<file path="src/led_cfg_pkg.sv">
`default_nettype none
package led_cfg_pkg;
   // Clock and link timing.
   localparam int unsigned CLK_PERIOD_NS        = 25;
   localparam int unsigned IDLE_MIN_LINK_CYCLES = 172;
   // Slowest link bit period that the prefix detector is sized for.
   localparam int unsigned LINK_BIT_NS  = 1000;
   localparam int unsigned LINK_BIT_CYC = (LINK_BIT_NS + CLK_PERIOD_NS - 1) / CLK_PERIOD_NS;
   localparam int unsigned IDLE_CYC     = (IDLE_MIN_LINK_CYCLES + 1) * LINK_BIT_CYC;
   // Least half period of the regenerated downstream clock.
   localparam int unsigned LINK_HALF_NS  = 100;
   localparam int unsigned LINK_HALF_RAW = (LINK_HALF_NS + CLK_PERIOD_NS - 1) / CLK_PERIOD_NS;
   localparam int unsigned LINK_HALF_CYC = (LINK_HALF_RAW < 1) ? 1 : LINK_HALF_RAW;

   // Packet formats.
   localparam int unsigned CMD_W     = 6;
   localparam logic [5:0]  CMD_CFG16 = 6'h23;
   localparam logic [5:0]  CMD_CFG10 = 6'h37;
   localparam int unsigned LEN_W     = 10;
   localparam int unsigned ADDR_W    = 10;
   localparam int unsigned PAR_W     = 4;
   localparam int unsigned HDR16_W   = 48;
   localparam int unsigned HDR10_W   = 30;
   localparam int unsigned PAY16_W   = 48;
   localparam int unsigned PAY10_W   = 30;
   localparam int unsigned H16_CMD_A = 42;
   localparam int unsigned H16_ADDR  = 32;
   localparam int unsigned H16_CMD_B = 26;
   localparam int unsigned H16_LEN_A = 16;
   localparam int unsigned H16_PAR   = 12;
   localparam int unsigned H16_LEN_B = 0;
   localparam int unsigned H10_CMD   = 24;
   localparam int unsigned H10_PAR   = 20;
   localparam int unsigned H10_ADDR  = 10;
   localparam int unsigned H10_LEN   = 0;
   localparam int unsigned P16_CF1_A = 32;
   localparam int unsigned P16_CF1_B = 16;
   localparam int unsigned P10_CF1_A = 20;
   localparam int unsigned P10_CF1_B = 10;
   localparam int unsigned PAY_CF2   = 0;

   // Configuration words.
   localparam int unsigned CF1_W         = 10;
   localparam int unsigned CF2_W         = 3;
   localparam logic [9:0]  CF1_RST       = 10'h11e;
   localparam logic [2:0]  CF2_RST       = 3'h7;
   localparam int unsigned CF1_AUTO_SYNC = 3;
   localparam int unsigned CF1_CNT_RST   = 4;
   localparam int unsigned CF1_MODE10    = 7;
   localparam int unsigned CF1_DIV_LSB   = 8;

   // Grayscale engine.
   localparam int unsigned NUM_CH   = 12;
   localparam int unsigned GRAY_W   = 16;
   localparam int unsigned GRAY10_W = 10;
   localparam int unsigned SEG_BITS = 6;

   typedef struct packed {
      logic [CF1_W-1:0] config_word_one;
      logic [CF2_W-1:0] config_word_two;
   } cfg_t;

   typedef logic [NUM_CH-1:0][GRAY_W-1:0] gray_frame_t;

   typedef enum logic [1:0] {
      RX_WAIT = 2'b00,
      RX_HEAD = 2'b01,
      RX_PAY  = 2'b10,
      RX_SKIP = 2'b11
   } rx_state_t;
endpackage : led_cfg_pkg
`default_nettype wire

</file>
<file path="src/led_driver_config_packet_pwm.sv">
// Notes on behaviour
// - Idle prefix over 172 clocks starts packet.
// - Wide header bits 11:10 are ignored.
// - Second chain length copy must match first.
// - Wide payload: spare, word one, repeat, word two.
// - Differing word one copies leave registers unchanged.
// - Farthest payload first, own payload last.
// - Narrow format: 30-bit header, 30-bit payload.
// - Narrow command code 110111 selects narrow format.
// - Four header parity bits; mismatch drops packet.
// - Narrow header low bits carry chain length.
// - Narrow payload: word one twice, spare, word two.
// - Wide mode scrambles cycle into 64 segments.
// - Narrow mode uses plain 1024-level modulation.
// - Default count clock is oscillator over two.
// - Wide on-time equals value over 65536.
// - Wide command 100011 sent twice, must match.
// - Word one bits 9:8 pick divider 1/2/4/8.
// - Auto sync loads new data at cycle end.
// - Counter restarts after configuration write when enabled.
`default_nettype none
module led_driver_config_packet_pwm #(
   parameter int unsigned IDLE_CYCLES = led_cfg_pkg::IDLE_CYC,
   parameter int unsigned LINK_HALF   = led_cfg_pkg::LINK_HALF_CYC
) (
   input  wire logic                                 sys_clk_i,
   input  wire logic                                 rst_i,
   input  wire logic                                 serial_clock_in_i,
   input  wire logic                                 serial_data_in_i,
   output logic                                      clock_out_inverted_o,
   output logic                                      serial_data_out_o,
   input  wire led_cfg_pkg::gray_frame_t             gray_data_i,
   input  wire logic                                 gray_valid_i,
   output logic                                      gray_ready_o,
   output led_cfg_pkg::cfg_t                         cfg_o,
   output logic                                      cfg_written_o,
   output logic                                      packet_reject_o,
   output logic [led_cfg_pkg::NUM_CH-1:0]            channel_on_o
);
   import led_cfg_pkg::*;

   localparam int unsigned IDLE_W = $clog2(IDLE_CYCLES + 1);
   localparam int unsigned TX_W   = $clog2(2 * LINK_HALF + 1);

   if (IDLE_CYCLES < 2 || LINK_HALF < 1) begin : g_bad_param
      $error("IDLE_CYCLES must be at least 2 and LINK_HALF at least 1.");
   end

   function automatic logic parity_ok(input logic [LEN_W-1:0]  len,
                                      input logic [ADDR_W-1:0] addr,
                                      input logic [CMD_W-1:0]  cmd,
                                      input logic [PAR_W-1:0]  par);
      parity_ok = (par[0] == ^len) && (par[1] == ^addr) && (par[2] == ^cmd)
                  && (par[3] == ^par[2:0]);
   endfunction : parity_ok

   // Header bits 11:10 of the wide header are never looked at.
   function automatic logic header_ok(input logic [HDR16_W-1:0] h, input logic ten);
      if (ten) begin
         header_ok = (h[H10_CMD +: CMD_W] == CMD_CFG10)
                     && parity_ok(h[H10_LEN +: LEN_W], h[H10_ADDR +: ADDR_W],
                                  h[H10_CMD +: CMD_W], h[H10_PAR +: PAR_W]);
      end else begin
         header_ok = (h[H16_CMD_A +: CMD_W] == CMD_CFG16)
                     && (h[H16_CMD_B +: CMD_W] == h[H16_CMD_A +: CMD_W])
                     && (h[H16_LEN_A +: LEN_W] == h[H16_LEN_B +: LEN_W])
                     && parity_ok(h[H16_LEN_A +: LEN_W], h[H16_ADDR +: ADDR_W],
                                  h[H16_CMD_A +: CMD_W], h[H16_PAR +: PAR_W]);
      end
   endfunction : header_ok

   // A scrambled count spreads the on-time: the top six bits select one of 64
   // segments, and a value's low six bits decide which segments get one extra.
   function automatic logic spwm_on(input logic [GRAY_W-1:0] v, input logic [GRAY_W-1:0] c);
      logic [GRAY_W-SEG_BITS-1:0] pos;
      logic [SEG_BITS-1:0]        seg;
      pos     = c[GRAY_W-SEG_BITS-1:0];
      seg     = c[GRAY_W-1:GRAY_W-SEG_BITS];
      spwm_on = (pos < v[GRAY_W-1:SEG_BITS])
                || ((pos == v[GRAY_W-1:SEG_BITS]) && (seg < v[SEG_BITS-1:0]));
   endfunction : spwm_on

   // Link input synchronisers.
   logic [2:0] ck_sync_q;
   logic [2:0] dt_sync_q;
   logic       ck_q;
   logic       dt_q;
   logic       ck_prev_q;
   logic       bit_rise;

   always_ff @(posedge sys_clk_i) begin
      if (rst_i) begin
         ck_sync_q <= 3'h0;
         dt_sync_q <= 3'h0;
         ck_q      <= 1'b0;
         dt_q      <= 1'b0;
         ck_prev_q <= 1'b0;
      end else begin
         ck_sync_q <= {ck_sync_q[1:0], serial_clock_in_i};
         dt_sync_q <= {dt_sync_q[1:0], serial_data_in_i};
         if (ck_sync_q[1] == ck_sync_q[2]) begin
            ck_q <= ck_sync_q[2];
         end
         if (dt_sync_q[1] == dt_sync_q[2]) begin
            dt_q <= dt_sync_q[2];
         end
         ck_prev_q <= ck_q;
      end
   end

   assign bit_rise = ck_q && !ck_prev_q;

   // Prefix detector.
   logic [IDLE_W-1:0] idle_cnt_q;
   logic              prefix_hit;

   assign prefix_hit = !ck_q && !dt_q && (idle_cnt_q == IDLE_W'(IDLE_CYCLES - 1));

   always_ff @(posedge sys_clk_i) begin
      if (rst_i) begin
         idle_cnt_q <= '0;
      end else if (ck_q || dt_q) begin
         idle_cnt_q <= '0;
      end else if (idle_cnt_q != IDLE_W'(IDLE_CYCLES)) begin
         idle_cnt_q <= idle_cnt_q + 1'b1;
      end
   end

   // Packet receiver.
   rx_state_t           state_q;
   logic                ten_q;
   logic [HDR16_W-1:0]  hdr_q;
   logic [5:0]          hdr_cnt_q;
   logic [PAY16_W-1:0]  pay_q;
   logic [5:0]          pay_cnt_q;
   logic                line_full_q;
   logic [HDR16_W-1:0]  hdr_next;
   logic [5:0]          hdr_len;
   logic [5:0]          pay_len;
   logic                emit_req;
   logic                emit_bit;
   logic                commit;
   logic                cf1_match;
   logic [CF1_W-1:0]    new_cf1;
   logic [CF2_W-1:0]    new_cf2;
   logic                head_bad;

   assign hdr_next = {hdr_q[HDR16_W-2:0], dt_q};
   assign hdr_len  = ten_q ? 6'(HDR10_W) : 6'(HDR16_W);
   assign pay_len  = ten_q ? 6'(PAY10_W) : 6'(PAY16_W);

   always_comb begin
      if (ten_q) begin
         new_cf1   = pay_q[P10_CF1_B +: CF1_W];
         cf1_match = pay_q[P10_CF1_A +: CF1_W] == pay_q[P10_CF1_B +: CF1_W];
      end else begin
         new_cf1   = pay_q[P16_CF1_B +: CF1_W];
         cf1_match = pay_q[P16_CF1_A +: CF1_W] == pay_q[P16_CF1_B +: CF1_W];
      end
      new_cf2 = pay_q[PAY_CF2 +: CF2_W];
   end

   // own payload is the last whole one
   assign commit   = prefix_hit && (state_q == RX_PAY) && line_full_q && (pay_cnt_q == 6'h00);
   assign head_bad = bit_rise && (state_q == RX_HEAD) && (hdr_cnt_q == hdr_len - 6'h01)
                     && !header_ok(hdr_next, ten_q);

   always_ff @(posedge sys_clk_i) begin
      if (rst_i) begin
         state_q     <= RX_WAIT;
         ten_q       <= 1'b0;
         hdr_q       <= '0;
         hdr_cnt_q   <= 6'h00;
         pay_q       <= '0;
         pay_cnt_q   <= 6'h00;
         line_full_q <= 1'b0;
      end else if (prefix_hit) begin
         state_q     <= RX_HEAD;
         hdr_cnt_q   <= 6'h00;
         pay_cnt_q   <= 6'h00;
         line_full_q <= 1'b0;
      end else if (bit_rise) begin
         case (state_q)
            RX_HEAD: begin
               hdr_q     <= hdr_next;
               hdr_cnt_q <= hdr_cnt_q + 6'h01;
               if (hdr_cnt_q == 6'(CMD_W - 1)) begin
                  if (hdr_next[CMD_W-1:0] == CMD_CFG10) begin
                     ten_q <= 1'b1;
                  end else if (hdr_next[CMD_W-1:0] == CMD_CFG16) begin
                     ten_q <= 1'b0;
                  end else begin
                     state_q <= RX_SKIP;
                  end
               end else if (hdr_cnt_q == hdr_len - 6'h01) begin
                  state_q <= head_bad ? RX_SKIP : RX_PAY;
               end
            end
            RX_PAY: begin
               pay_q <= {pay_q[PAY16_W-2:0], dt_q};
               if (pay_cnt_q == pay_len - 6'h01) begin
                  pay_cnt_q   <= 6'h00;
                  line_full_q <= 1'b1;
               end else begin
                  pay_cnt_q <= pay_cnt_q + 6'h01;
               end
            end
            RX_SKIP: begin
               state_q <= RX_SKIP;
            end
            RX_WAIT: begin
               state_q <= RX_WAIT;
            end
            default: begin
               state_q <= RX_WAIT;
            end
         endcase
      end
   end

   // payloads lag one slot, so the last one never leaves
   always_comb begin
      emit_req = 1'b0;
      emit_bit = 1'b0;
      if (bit_rise) begin
         case (state_q)
            RX_HEAD, RX_SKIP: begin
               emit_req = 1'b1;
               emit_bit = dt_q;
            end
            RX_PAY: begin
               emit_req = line_full_q;
               emit_bit = ten_q ? pay_q[PAY10_W-1] : pay_q[PAY16_W-1];
            end
            default: begin
               emit_req = 1'b0;
            end
         endcase
      end
   end

   // Downstream transmitter; a bit that arrives while one is in flight is
   // dropped, so the upstream bit period must exceed two half periods.
   logic            tx_busy_q;
   logic [TX_W-1:0] tx_cnt_q;

   always_ff @(posedge sys_clk_i) begin
      if (rst_i) begin
         tx_busy_q            <= 1'b0;
         tx_cnt_q             <= '0;
         serial_data_out_o    <= 1'b0;
         clock_out_inverted_o <= 1'b0;
      end else if (!tx_busy_q) begin
         if (emit_req) begin
            tx_busy_q         <= 1'b1;
            tx_cnt_q          <= '0;
            serial_data_out_o <= emit_bit;
         end
      end else begin
         tx_cnt_q <= tx_cnt_q + 1'b1;
         if (tx_cnt_q == TX_W'(LINK_HALF - 1)) begin
            clock_out_inverted_o <= 1'b1;
         end
         if (tx_cnt_q == TX_W'(2 * LINK_HALF - 1)) begin
            clock_out_inverted_o <= 1'b0;
            tx_busy_q            <= 1'b0;
         end
      end
   end

   // Configuration registers.
   always_ff @(posedge sys_clk_i) begin
      if (rst_i) begin
         cfg_o.config_word_one <= CF1_RST;
         cfg_o.config_word_two <= CF2_RST;
         cfg_written_o         <= 1'b0;
         packet_reject_o       <= 1'b0;
      end else begin
         cfg_written_o   <= 1'b0;
         packet_reject_o <= head_bad;
         if (commit && cf1_match) begin
            cfg_o.config_word_one <= new_cf1;
            cfg_o.config_word_two <= new_cf2;
            cfg_written_o         <= 1'b1;
         end else if (commit) begin
            packet_reject_o <= 1'b1;
         end
      end
   end

   // Grayscale engine.
   logic                 auto_sync;
   logic                 ten_mode;
   logic [1:0]           div_sel;
   logic [2:0]           div_cnt_q;
   logic                 tick;
   logic [GRAY_W-1:0]    gs_cnt_q;
   logic                 cycle_end;
   logic                 buf_valid;
   logic                 buf_ready;
   gray_frame_t          buf_data;
   gray_frame_t          active_q;
   logic                 load;
   logic                 restart;

   assign auto_sync = cfg_o.config_word_one[CF1_AUTO_SYNC];
   assign ten_mode  = cfg_o.config_word_one[CF1_MODE10];
   assign div_sel   = cfg_o.config_word_one[CF1_DIV_LSB +: 2];

   // divider of one, two, four or eight
   assign tick = div_cnt_q == 3'((4'h1 << div_sel) - 4'h1);

   always_ff @(posedge sys_clk_i) begin
      if (rst_i || tick) begin
         div_cnt_q <= 3'h0;
      end else begin
         div_cnt_q <= div_cnt_q + 3'h1;
      end
   end

   assign cycle_end = tick && (ten_mode ? (gs_cnt_q[GRAY10_W-1:0] == '1) : (gs_cnt_q == '1));

   // auto sync waits for the cycle end; manual takes data at once
   assign buf_ready = auto_sync ? cycle_end : 1'b1;
   assign load      = buf_valid && buf_ready;
   assign restart   = (cfg_written_o && cfg_o.config_word_one[CF1_CNT_RST])
                      || (load && !auto_sync);

   led_frame_buffer #(
      .WIDTH ($bits(gray_frame_t)),
      .DEPTH (2)
   ) u_frame_buffer (
      .sys_clk_i   (sys_clk_i),
      .rst_i       (rst_i),
      .in_data_i   (gray_data_i),
      .in_valid_i  (gray_valid_i),
      .in_ready_o  (gray_ready_o),
      .out_data_o  (buf_data),
      .out_valid_o (buf_valid),
      .out_ready_i (buf_ready)
   );

   always_ff @(posedge sys_clk_i) begin
      if (rst_i) begin
         gs_cnt_q <= '0;
      end else if (restart) begin
         gs_cnt_q <= '0;
      end else if (tick) begin
         // narrow cycle wraps after 1024 counts
         if (ten_mode && gs_cnt_q[GRAY10_W-1:0] == '1) begin
            gs_cnt_q <= '0;
         end else begin
            gs_cnt_q <= gs_cnt_q + 1'b1;
         end
      end
   end

   always_ff @(posedge sys_clk_i) begin
      if (rst_i) begin
         active_q <= '0;
      end else if (load) begin
         active_q <= buf_data;
      end
   end

   always_ff @(posedge sys_clk_i) begin
      if (rst_i) begin
         channel_on_o <= '0;
      end else begin
         for (int ch = 0; ch < NUM_CH; ch++) begin
            if (ten_mode) begin
               channel_on_o[ch] <= gs_cnt_q[GRAY10_W-1:0] < active_q[ch][GRAY10_W-1:0];
            end else begin
               channel_on_o[ch] <= spwm_on(active_q[ch], gs_cnt_q);
            end
         end
      end
   end
endmodule : led_driver_config_packet_pwm
`default_nettype wire

</file>
<file path="src/led_frame_buffer.sv">
`default_nettype none
module led_frame_buffer #(
   parameter int unsigned WIDTH = 16,
   parameter int unsigned DEPTH = 2
) (
   input  wire logic             sys_clk_i,
   input  wire logic             rst_i,
   input  wire logic [WIDTH-1:0] in_data_i,
   input  wire logic             in_valid_i,
   output logic                  in_ready_o,
   output logic [WIDTH-1:0]      out_data_o,
   output logic                  out_valid_o,
   input  wire logic             out_ready_i
);
   localparam int unsigned PTR_W = (DEPTH < 2) ? 1 : $clog2(DEPTH);
   localparam int unsigned CNT_W = $clog2(DEPTH + 1);

   if (DEPTH < 2) begin : g_bad_depth
      $error("led_frame_buffer needs at least two entries.");
   end

   logic [WIDTH-1:0] mem_q [DEPTH];
   logic [PTR_W-1:0] wr_ptr_q;
   logic [PTR_W-1:0] rd_ptr_q;
   logic [CNT_W-1:0] count_q;
   logic             push;
   logic             pop;

   assign push        = in_valid_i && in_ready_o;
   assign pop         = out_valid_o && out_ready_i;
   assign out_valid_o = (count_q != '0);
   assign out_data_o  = mem_q[rd_ptr_q];

   function automatic logic [PTR_W-1:0] next_ptr(input logic [PTR_W-1:0] p);
      next_ptr = (p == PTR_W'(DEPTH - 1)) ? '0 : p + 1'b1;
   endfunction : next_ptr

   always_ff @(posedge sys_clk_i) begin
      if (push) begin
         mem_q[wr_ptr_q] <= in_data_i;
      end
   end

   always_ff @(posedge sys_clk_i) begin
      if (rst_i) begin
         wr_ptr_q   <= '0;
         rd_ptr_q   <= '0;
         count_q    <= '0;
         in_ready_o <= 1'b0;
      end else begin
         if (push) begin
            wr_ptr_q <= next_ptr(wr_ptr_q);
         end
         if (pop) begin
            rd_ptr_q <= next_ptr(rd_ptr_q);
         end
         // Ready is registered, so it is computed from the next count.
         if (push && !pop) begin
            count_q    <= count_q + 1'b1;
            in_ready_o <= (count_q + 1'b1) != CNT_W'(DEPTH);
         end else if (pop && !push) begin
            count_q    <= count_q - 1'b1;
            in_ready_o <= 1'b1;
         end else begin
            in_ready_o <= count_q != CNT_W'(DEPTH);
         end
      end
   end
endmodule : led_frame_buffer
`default_nettype wire

</file>
<file path="config.mk">
export PLATFORM = sky130hd
export DESIGN_NAME = led_driver_config_packet_pwm
export DESIGN_NICKNAME = d
export VERILOG_FILES = /design/src/led_cfg_pkg.sv /design/src/led_driver_config_packet_pwm.sv /design/src/led_frame_buffer.sv
export SDC_FILE = /design/constraint.sdc
export NUM_CORES = 1
export LEC_CHECK = 0
export BUFFER_PORTS_ARGS = -buffer_cell sky130_fd_sc_hd__buf_2
export CAP_MARGIN = 20
export CORE_MARGIN = 2
export CORE_UTILIZATION = 45
export CTS_CLUSTER_DIAMETER = 150
export CTS_CLUSTER_SIZE = 16
export DETAILED_ROUTE_END_ITERATION = 12
export GPL_ROUTABILITY_DRIVEN = 0
export HOLD_SLACK_MARGIN = 0.15
export PLACE_DENSITY_LB_ADDON = 0.2
export SLEW_MARGIN = 20
export SYNTH_ARGS = -nofsm -noshare
export SYNTH_HDL_FRONTEND = slang
export SYNTH_SLANG_ARGS = --single-unit
</file>
<file path="constraint.sdc">
create_clock -name sys_clk_i -period 31.6 [get_ports sys_clk_i]
set_input_delay 6.32 -clock sys_clk_i [delete_from_list [all_inputs] [get_ports sys_clk_i]]
set_output_delay 6.32 -clock sys_clk_i [all_outputs]
set_load 0.01 [all_outputs]
</file>
-- After elaboration in Yosys (flattened, before gate mapping)
Memory sizes are Yosys's and may differ from the RTL's. A register that Yosys moved wholly into a read port is not among the register bits.
Cells that the tools add are included.
- memories: 1
- flip-flop bits (word level): 191
- output and inout bits: 30
- memory bits (writable): 384
- input port bits: 197
- memories (memory ; depth ; bits a word ; read ports ; clocked after Yosys merged registers in ; wr ports ; RTL line ; text):
    u_frame_buffer.mem_q ; 2 ; 192 ; 1 ; 1 ; 1 ; led_frame_buffer.sv:22 ; logic [WIDTH-1:0] mem_q [DEPTH];
- multiplexer cells: 53
- bitwise logic cells: 2
- add/sub/neg operators: 12
- reduce and logical (&&, ||, !) cells: 94
- equal/unequal tests: 51
- order comparisons: 36
- shift-type cells: 1
- operator list (kind ; count):
    $lt A10 B10 Y1 ; 24
    $eq A10 B10 Y1 ; 15
    $lt A6 B6 Y1 ; 12
    $logic_and A1 B1 Y1 ; 40
    $reduce_xor A10 Y1 ; 4
    $mux W1 ; 38
    $eq A6 B6 Y1 const B ; 4
    $eq A6 B6 Y1 ; 3
    $add A16 B1 Y16 const B ; 1
    $eq A16 B16 Y1 const B ; 1
    $mux W16 ; 1
    $logic_or A1 B1 Y1 ; 15
    $reduce_and A5 Y1 ; 3
    $add A13 B1 Y13 const B ; 1
    $eq A13 B13 Y1 const B ; 1
    $ne A13 B13 Y1 const B ; 1
    $add A6 B1 Y6 const B ; 2
    $mux W2 ; 6
    $mux W6 ; 2
    $reduce_bool A2 Y1 ; 6
    $reduce_xor A6 Y1 ; 2
    $eq A1 B1 Y1 ; 10
    $eq A10 B10 Y1 const B ; 1
    $mux W10 ; 1
    32 further kinds ; 55

-- Logic depth before layout (Yosys ltp)
Gate-level depths: netlist of the first run.
- depth in word-level cells: 15
- mapped depth: 11
- mapped depth without buffers: 10

-- Cells and area by module
From an unflattened synthesis of the first run, not the netlist that was laid out.
- cell total of the unflattened synthesis: 3311
- area total of the unflattened synthesis: 35681.7 um^2
- by module, submodules not included (module ; instances ; cells each ; area each (um^2)):
    led_driver_config_packet_pwm ; 1 ; 2682 ; 21460.6
    led_frame_buffer ; 1 ; 629 ; 14221.1

-- Worst setup path before layout of the first run
No wires, ideal clock.
- path kind: input to register
- from: input port gray_valid_i
- to: memory u_frame_buffer.mem_q[0][0] (netlist bit), enable pin
- stages on the path: 2
- arrival: 14.396 ns
- path buffers: 0
- setup slack: 16.457 ns
- path through: nand2_1 nor2_1
- word-level cells in the longest chain between the ends: 3
- RTL lines (what ; RTL line ; text):
    start, declared ; led_driver_config_packet_pwm.sv:33 ; input wire logic gray_valid_i,
    $logic_and A1 B1 Y1 ; led_frame_buffer.sv:29 ; assign push = in_valid_i && in_ready_o;
    $mux W1 ; led_frame_buffer.sv:39 ; if (push) begin
    $mux W1 (not written as such) ; led_frame_buffer.sv:40 ; mem_q[wr_ptr_q] <= in_data_i;
    end, declared ; led_frame_buffer.sv:22 ;
Every way passes these cells.

-- Worst setup path in the final report of the first run
- from: input port gray_valid_i
- to: memory u_frame_buffer.mem_q[0][142] (netlist bit), enable pin
Same word-level chain as after synthesis.

==> results of run 1 <==
## report_power, final
| group | internal (mW) | total (mW) | switching (mW) |
|---|---|---|---|
| sequential | 1.07 | 1.08 | 0.0109 |
| clock | 0.316 | 0.654 | 0.338 |
| combinational | 0.0320 | 0.0913 | 0.0592 |
## cells in the final DEF, fill, tap and decap left out, types with 55 or more instances in the layout
cell	count
edfxtp_1	384
dfxtp_1	370
ha_1	318
nor2_1	278
nand2_1	246
buf_2	225
inv_1	216
mux2i_1	199
a21oi_1	167
a211oi_2	150
a21o_1	64
xor2_1	59
a211oi_1	56
xnor2_1	55
## path summary, 6_finish.rpt
kind | endpoint | slack [ns] | cells after the start
hold / removal | pay_q[47] | 0.45 | 2
setup / recovery | u_frame_buffer.mem_q[0][142] | 22.51 | 6
hold reg to reg | pay_q[47] | 0.45 | 2
setup reg to reg | active_q[94] | 26.63 | 10
## cell type report
cell class / count / area [um^2] / area share [%]
inverters: 218 / 826 / 2.09
well taps: 1050 / 1310 / 3.33
multi-input cells: 1986 / 15200 / 38.6
clock buffers: 90 / 1470 / 3.71
clock inverters: 3 / 37.5 / 0.0951
diodes: 6 / 15.0 / 0.0380
repair buffers: 249 / 1360 / 3.45
flip-flops and latches: 767 / 19200 / 48.7
## cell families after synthesis
family,synth area share (%)
buffers and inverters,4.28
adder cells (fa/ha/maj),11.1
XOR/XNOR,2.84
multiplexers,5.76
AND/OR/NAND/NOR,9.26
flip-flops,53.4
AO/OA/AOI/OAI,13.4
## sequential cells by signal (all words and copies together), names as in the netlist, 2 cells and up
name / flops
cfg_o: 13
u_frame_buffer.count_q: 2
state_q: 2
ck_sync_q: 3
pay_q: 48
div_cnt_q: 3
hdr_cnt_q: 6
dt_sync_q: 3
channel_on_o: 12
hdr_q: 47
idle_cnt_q: 13
gs_cnt_q: 16
pay_cnt_q: 6
tx_cnt_q: 4
u_frame_buffer.mem_q: 384
active_q: 192
## metal layers
metal  global-route usage [%]  up-vias
met4                     5.20        6
met3                     2.81      125
met1                     27.0    11250
met5                        0        -
met2                     34.2      479
li1                         -    11481
## worst register-to-register path: cells and delay by family (launching register included)
| family | cells | cell delay (ns) |
|---|---|---|
| DFF | 1 | 1.12 |
| buffers and inverters | 3 | 2.25 |
| and+or+nand+nor | 4 | 1.01 |
| AOI/OAI and AO/OA | 3 | 0.52 |
==> impl_metrics.json, run 1 <==
{
  "start_util_pct": 45.5,
  "insertion_delay_ns": 0.64,
  "peakVddDrop_uv": 45.6,
  "fillers": 6980,
  "vias": 23341,
  "min_path_type": "flip-flop to flip-flop",
  "cp_max_fo": 70,
  "die_h_um": 287,
  "die_area_mm2": 0.0822,
  "powerDensity_mw_per_mm2": 46.3,
  "synth_nets": 3629,
  "clockBufferDepth": 3,
  "setup-tns-final_ns": 0,
  "timing.rr.start": "gs_cnt_q[7]",
  "critPathKind": "input port to flip-flop",
  "dpl_cell_area_mm2": 0.0379,
  "critPathArrivalTime_ns": 9.32,
  "hold_violations": 0,
  "layout.cells.non_filler": 4369,
  "wirelength_um": 83800,
  "synth_seq_cells": 767,
  "grt_pass1_wl_um": 130000,
  "cts_hold_buffers": 0,
  "io_pins": 227,
  "cp-startpoint": "gray_valid_i",
  "wl_met3_um": 4620,
  "final_max_slew_viol_count": 0,
  "finClkSkew_ns": 0.0283,
  "crit_required_ns": 31.84,
  "dpl.hpwl_um": 53800,
  "cts_setup_buffers": 0,
  "yosysSeqAreaShare_pct": 53.4,
  "ctsResizeCount": 0,
  "hp-start": "pay_q[47]",
  "synthMostInstantiatedCell": "edfxtp_1",
  "avgSynthCellArea_um2": 11.6,
  "fin_nets": 3790,
  "portBuffers": 226,
  "cts_tree": "done",
  "period_share_pct": 28.8,
  "path_common_cell": "buf_4",
  "grt_usage_pct": 20.1,
  "synth_edf_count": 384,
  "max_freq_ghz": 0.110,
  "drive_gt1_share_pct": 14.7,
  "setup_slack_ns": 22.51,
  "rows": 103,
  "synthTopCellsByArea": "edfxtp_1 32%, dfxtp_1 21%, ha_1 11%, mux2i_1 5.5%, a211oi_2 5.2%",
  "yosys-top-cells-count": "384 x edfxtp_1, 383 x dfxtp_1, 318 x ha_1",
  "htree_levels": 2,
  "met2_length_um": 39800,
  "maxCapViolCount": 0,
  "power_mw": 1.83,
  "ys.flop_type": "edfxtp_1",
  "drt_iter0_drc": 1364,
  "syn2layout_area_growth_pct": 9.77,
  "synth_cells": 3114,
  "cts_root_buffer": "clkbuf_16",
  "slew_headroom_pct": 14.8,
  "cpLargestDelayFamily": "buffers and inverters",
  "fin_crit_ns": 9.09,
  "crit_buf_inv": 4,
  "viasPerCell": 5.34,
  "start_kind": "input port",
  "finalInstanceArea_mm2": 0.0395,
  "firstDrtPassIters": 5,
  "timing.hold.ws_ns": 0.454,
  "syn_area_mm2": 0.0360,
  "wl_per_cell_um": 19.2,
  "grt_max_degree": 186,
  "drc": 0,
  "place_ws_ns": 21.80,
  "crit_path_top_delay_cell": "buf_4",
  "drtAntennaViolNets": 0,
  "overflow": 0,
  "wl_met1_um": 37400,
  "synth_top_area_cell": "edfxtp_1",
  "clkTransAtPathRegs_ns": 0.07,
  "cp_slowest_stage_delay_ns": 0.88,
  "rsz0062_at_grt": "no",
  "cp_cell_sequence": "buf_2 -> nand2_1 -> nor2_4 -> buf_4 -> buf_4 -> buf_4",
  "status": "completed",
  "synth_top_area_share_pct": 32.1,
  "grt_pass1_vias": 23697,
  "yosysWarningCount": 0,
  "clock_sinks": 767,
  "end_kind": "flip-flop",
  "antenna_found_initial": 9,
  "cellLeakagePower_nw": 13.5,
  "worstMarginPinSlew_ns": 1.28,
  "final_util_pct": 50.0,
  "cts_buffers": 53,
  "dieWidth_um": 287,
  "routed.top_layer": "met5",
  "dp_cells": 4269,
  "synth.distinct_cells": 65,
  "async_reset_ff_share_pct": 0,
  "fp.coreArea_mm2": 0.0790,
  "setup_viol": 0
}
(Power assumes the default switching activity.)
==> run 2: changes to the inputs <==
clock period = 9.4 ns   (was 31.6 ns; I/O delays follow)
==> run 2 against run 1 <==
Effect of this change: via count shrank 0.48%; clock skew is essentially flat; final cell count is essentially flat; combinational power grew to 3.3 times the previous value; first-iteration DRC count grew 7.6%; clock power grew to 3.3 times the previous value; wire length shrank 1.8%; register-to-register slack lost 21 ns; critical path type unchanged; largest power group unchanged.
==> impl_metrics.json, run 2 (synthesized netlist as in run 1, its figures left out) <==
{
  "vias": 23229,
  "dpl_cell_area_mm2": 0.0379,
  "portBuffers": 226,
  "setup_slack_ns": 5.56,
  "cts_setup_buffers": 0,
  "end_kind": "flip-flop",
  "maxCapViolCount": 0,
  "p_comb_share_pct": 4.9,
  "cts_buffers": 53,
  "antenna_found_initial": 12,
  "drc": 0,
  "place_ws_ns": 4.95,
  "rsz0062_at_grt": "no",
  "critPathArrivalTime_ns": 4.35,
  "period_share_pct": 40.9,
  "layout.cells.non_filler": 4368,
  "dpl.hpwl_um": 54400,
  "final_cell_mix": "384 x edfxtp_1, 372 x dfxtp_1, 318 x ha_1",
  "p_sw_share_pct": 21.9,
  "clockBufferDepth": 3,
  "start_util_pct": 45.5,
  "crit_required_ns": 9.91,
  "status": "completed",
  "wirelength_um": 82300,
  "ctsResizeCount": 0,
  "top_register": "u_frame_buffer.mem_q",
  "max_freq_ghz": 0.260,
  "slew_headroom_pct": 28.3,
  "rows": 103,
  "p_clk_share_pct": 35.7,
  "die_area_mm2": 0.0822,
  "grt_pass1_vias": 23456,
  "syn2layout_area_growth_pct": 9.85,
  "top_regs": "u_frame_buffer.mem_q x384, active_q x192, pay_q x48",
  "dp_cells": 4267,
  "start_kind": "input port",
  "min_path_type": "flip-flop to flip-flop",
  "drive_gt1_share_pct": 14.6,
  "timing.hold.ws_ns": 0.451,
  "drtAntennaViolNets": 0,
  "viasPerCell": 5.32,
  "p_int_mw": 4.78,
  "cellLeakagePower_nw": 13.5,
  "final_util_pct": 50.0,
  "hold_violations": 0,
  "grt_usage_pct": 19.8,
  "largest_register_ffs": 384,
  "setup-tns-final_ns": 0,
  "cp_max_fo": 162,
  "grt_pass1_wl_um": 129000,
  "grt_max_degree": 229,
  "fp.coreArea_mm2": 0.0790,
  "finClkSkew_ns": 0.0278,
  "p_switching_mw": 1.34,
  "worstMarginPinSlew_ns": 1.07,
  "wl_per_cell_um": 18.8,
  "cts_hold_buffers": 0,
  "htree_levels": 2,
  "setup_viol": 0,
  "fillers": 6973,
  "io_pins": 227,
  "cts_root_buffer": "clkbuf_16",
  "final_max_slew_viol_count": 0,
  "fin_crit_ns": 3.84,
  "firstDrtPassIters": 5,
  "critPathKind": "input port to flip-flop",
  "insertion_delay_ns": 0.62,
  "p_seq_share_pct": 59.4,
  "dieWidth_um": 287,
  "powerDensity_mw_per_mm2": 155,
  "cts_tree": "done",
  "peakVddDrop_uv": 217,
  "power_mw": 6.12,
  "layout_commonest_cell": "edfxtp_1",
  "overflow": 0,
  "die_h_um": 287,
  "fin_nets": 3789,
  "drt_iter0_drc": 1468,
  "clkTransAtPathRegs_ns": 0.07,
  "finalInstanceArea_mm2": 0.0395,
  "clock_sinks": 767
}
## run 2: changes by cell type in the layout (fill, tap and decap cells not counted), sizes merged
cell,before,now
inv,220,219
buf,249,248
diode,6,7
## run 2: final cells by class
cell class	count	area [um^2]	area share, %
Multi-Input combinational cell	1986	15300	38.6
Clock buffer	90	1490	3.76
Antenna cell	7	17.5	0.0443
Sequential cell	767	19200	48.6
Timing Repair Buffer	248	1380	3.50
Inverter	218	826	2.09
Clock inverter	2	20.0	0.0507
Tap cell	1050	1310	3.32
## run 2: final timing paths
check,to,cells past startpoint,slack (ns),start
min reg2reg,ck_sync_q[1],1,0.45,ck_sync_q[0]
min,ck_sync_q[1],1,0.45,ck_sync_q[0]
max reg2reg,active_q[114],10,5.65,gs_cnt_q[9]
max,channel_on_o[4],6,5.56,rst_i
## run 2: power groups by stage
stage                     clock network (mW)  registers [mW]  logic, mW
after global placement                     0            3.71      0.293
after global routing                    2.37            3.64      0.333
after detailed placement                   0            3.71      0.303
after floorplan                            0            3.72      0.170
after CTS                               2.26            3.64      0.306
final                                   2.18            3.64      0.301
## run 2: worst max-delay path, stage by stage
cell and delay (ns):
buf_8 0.41, buf_12 0.69, buf_4 0.66, nand4b_1 0.20, a2111oi_0 0.08, o22a_1 0.18
## run 2: layer usage
| metal | share of wire [%] | vias up | GRT usage [%] |
|---|---|---|---|
| met2 | 48 | 459 | 33.5 |
| met1 | 45 | 11182 | 26.6 |
| li1 | - | 11474 | - |
| met4 | 2.3 | 4 | 5.49 |
| met5 | 0.033 | - | 0 |
| met3 | 4.9 | 110 | 2.75 |
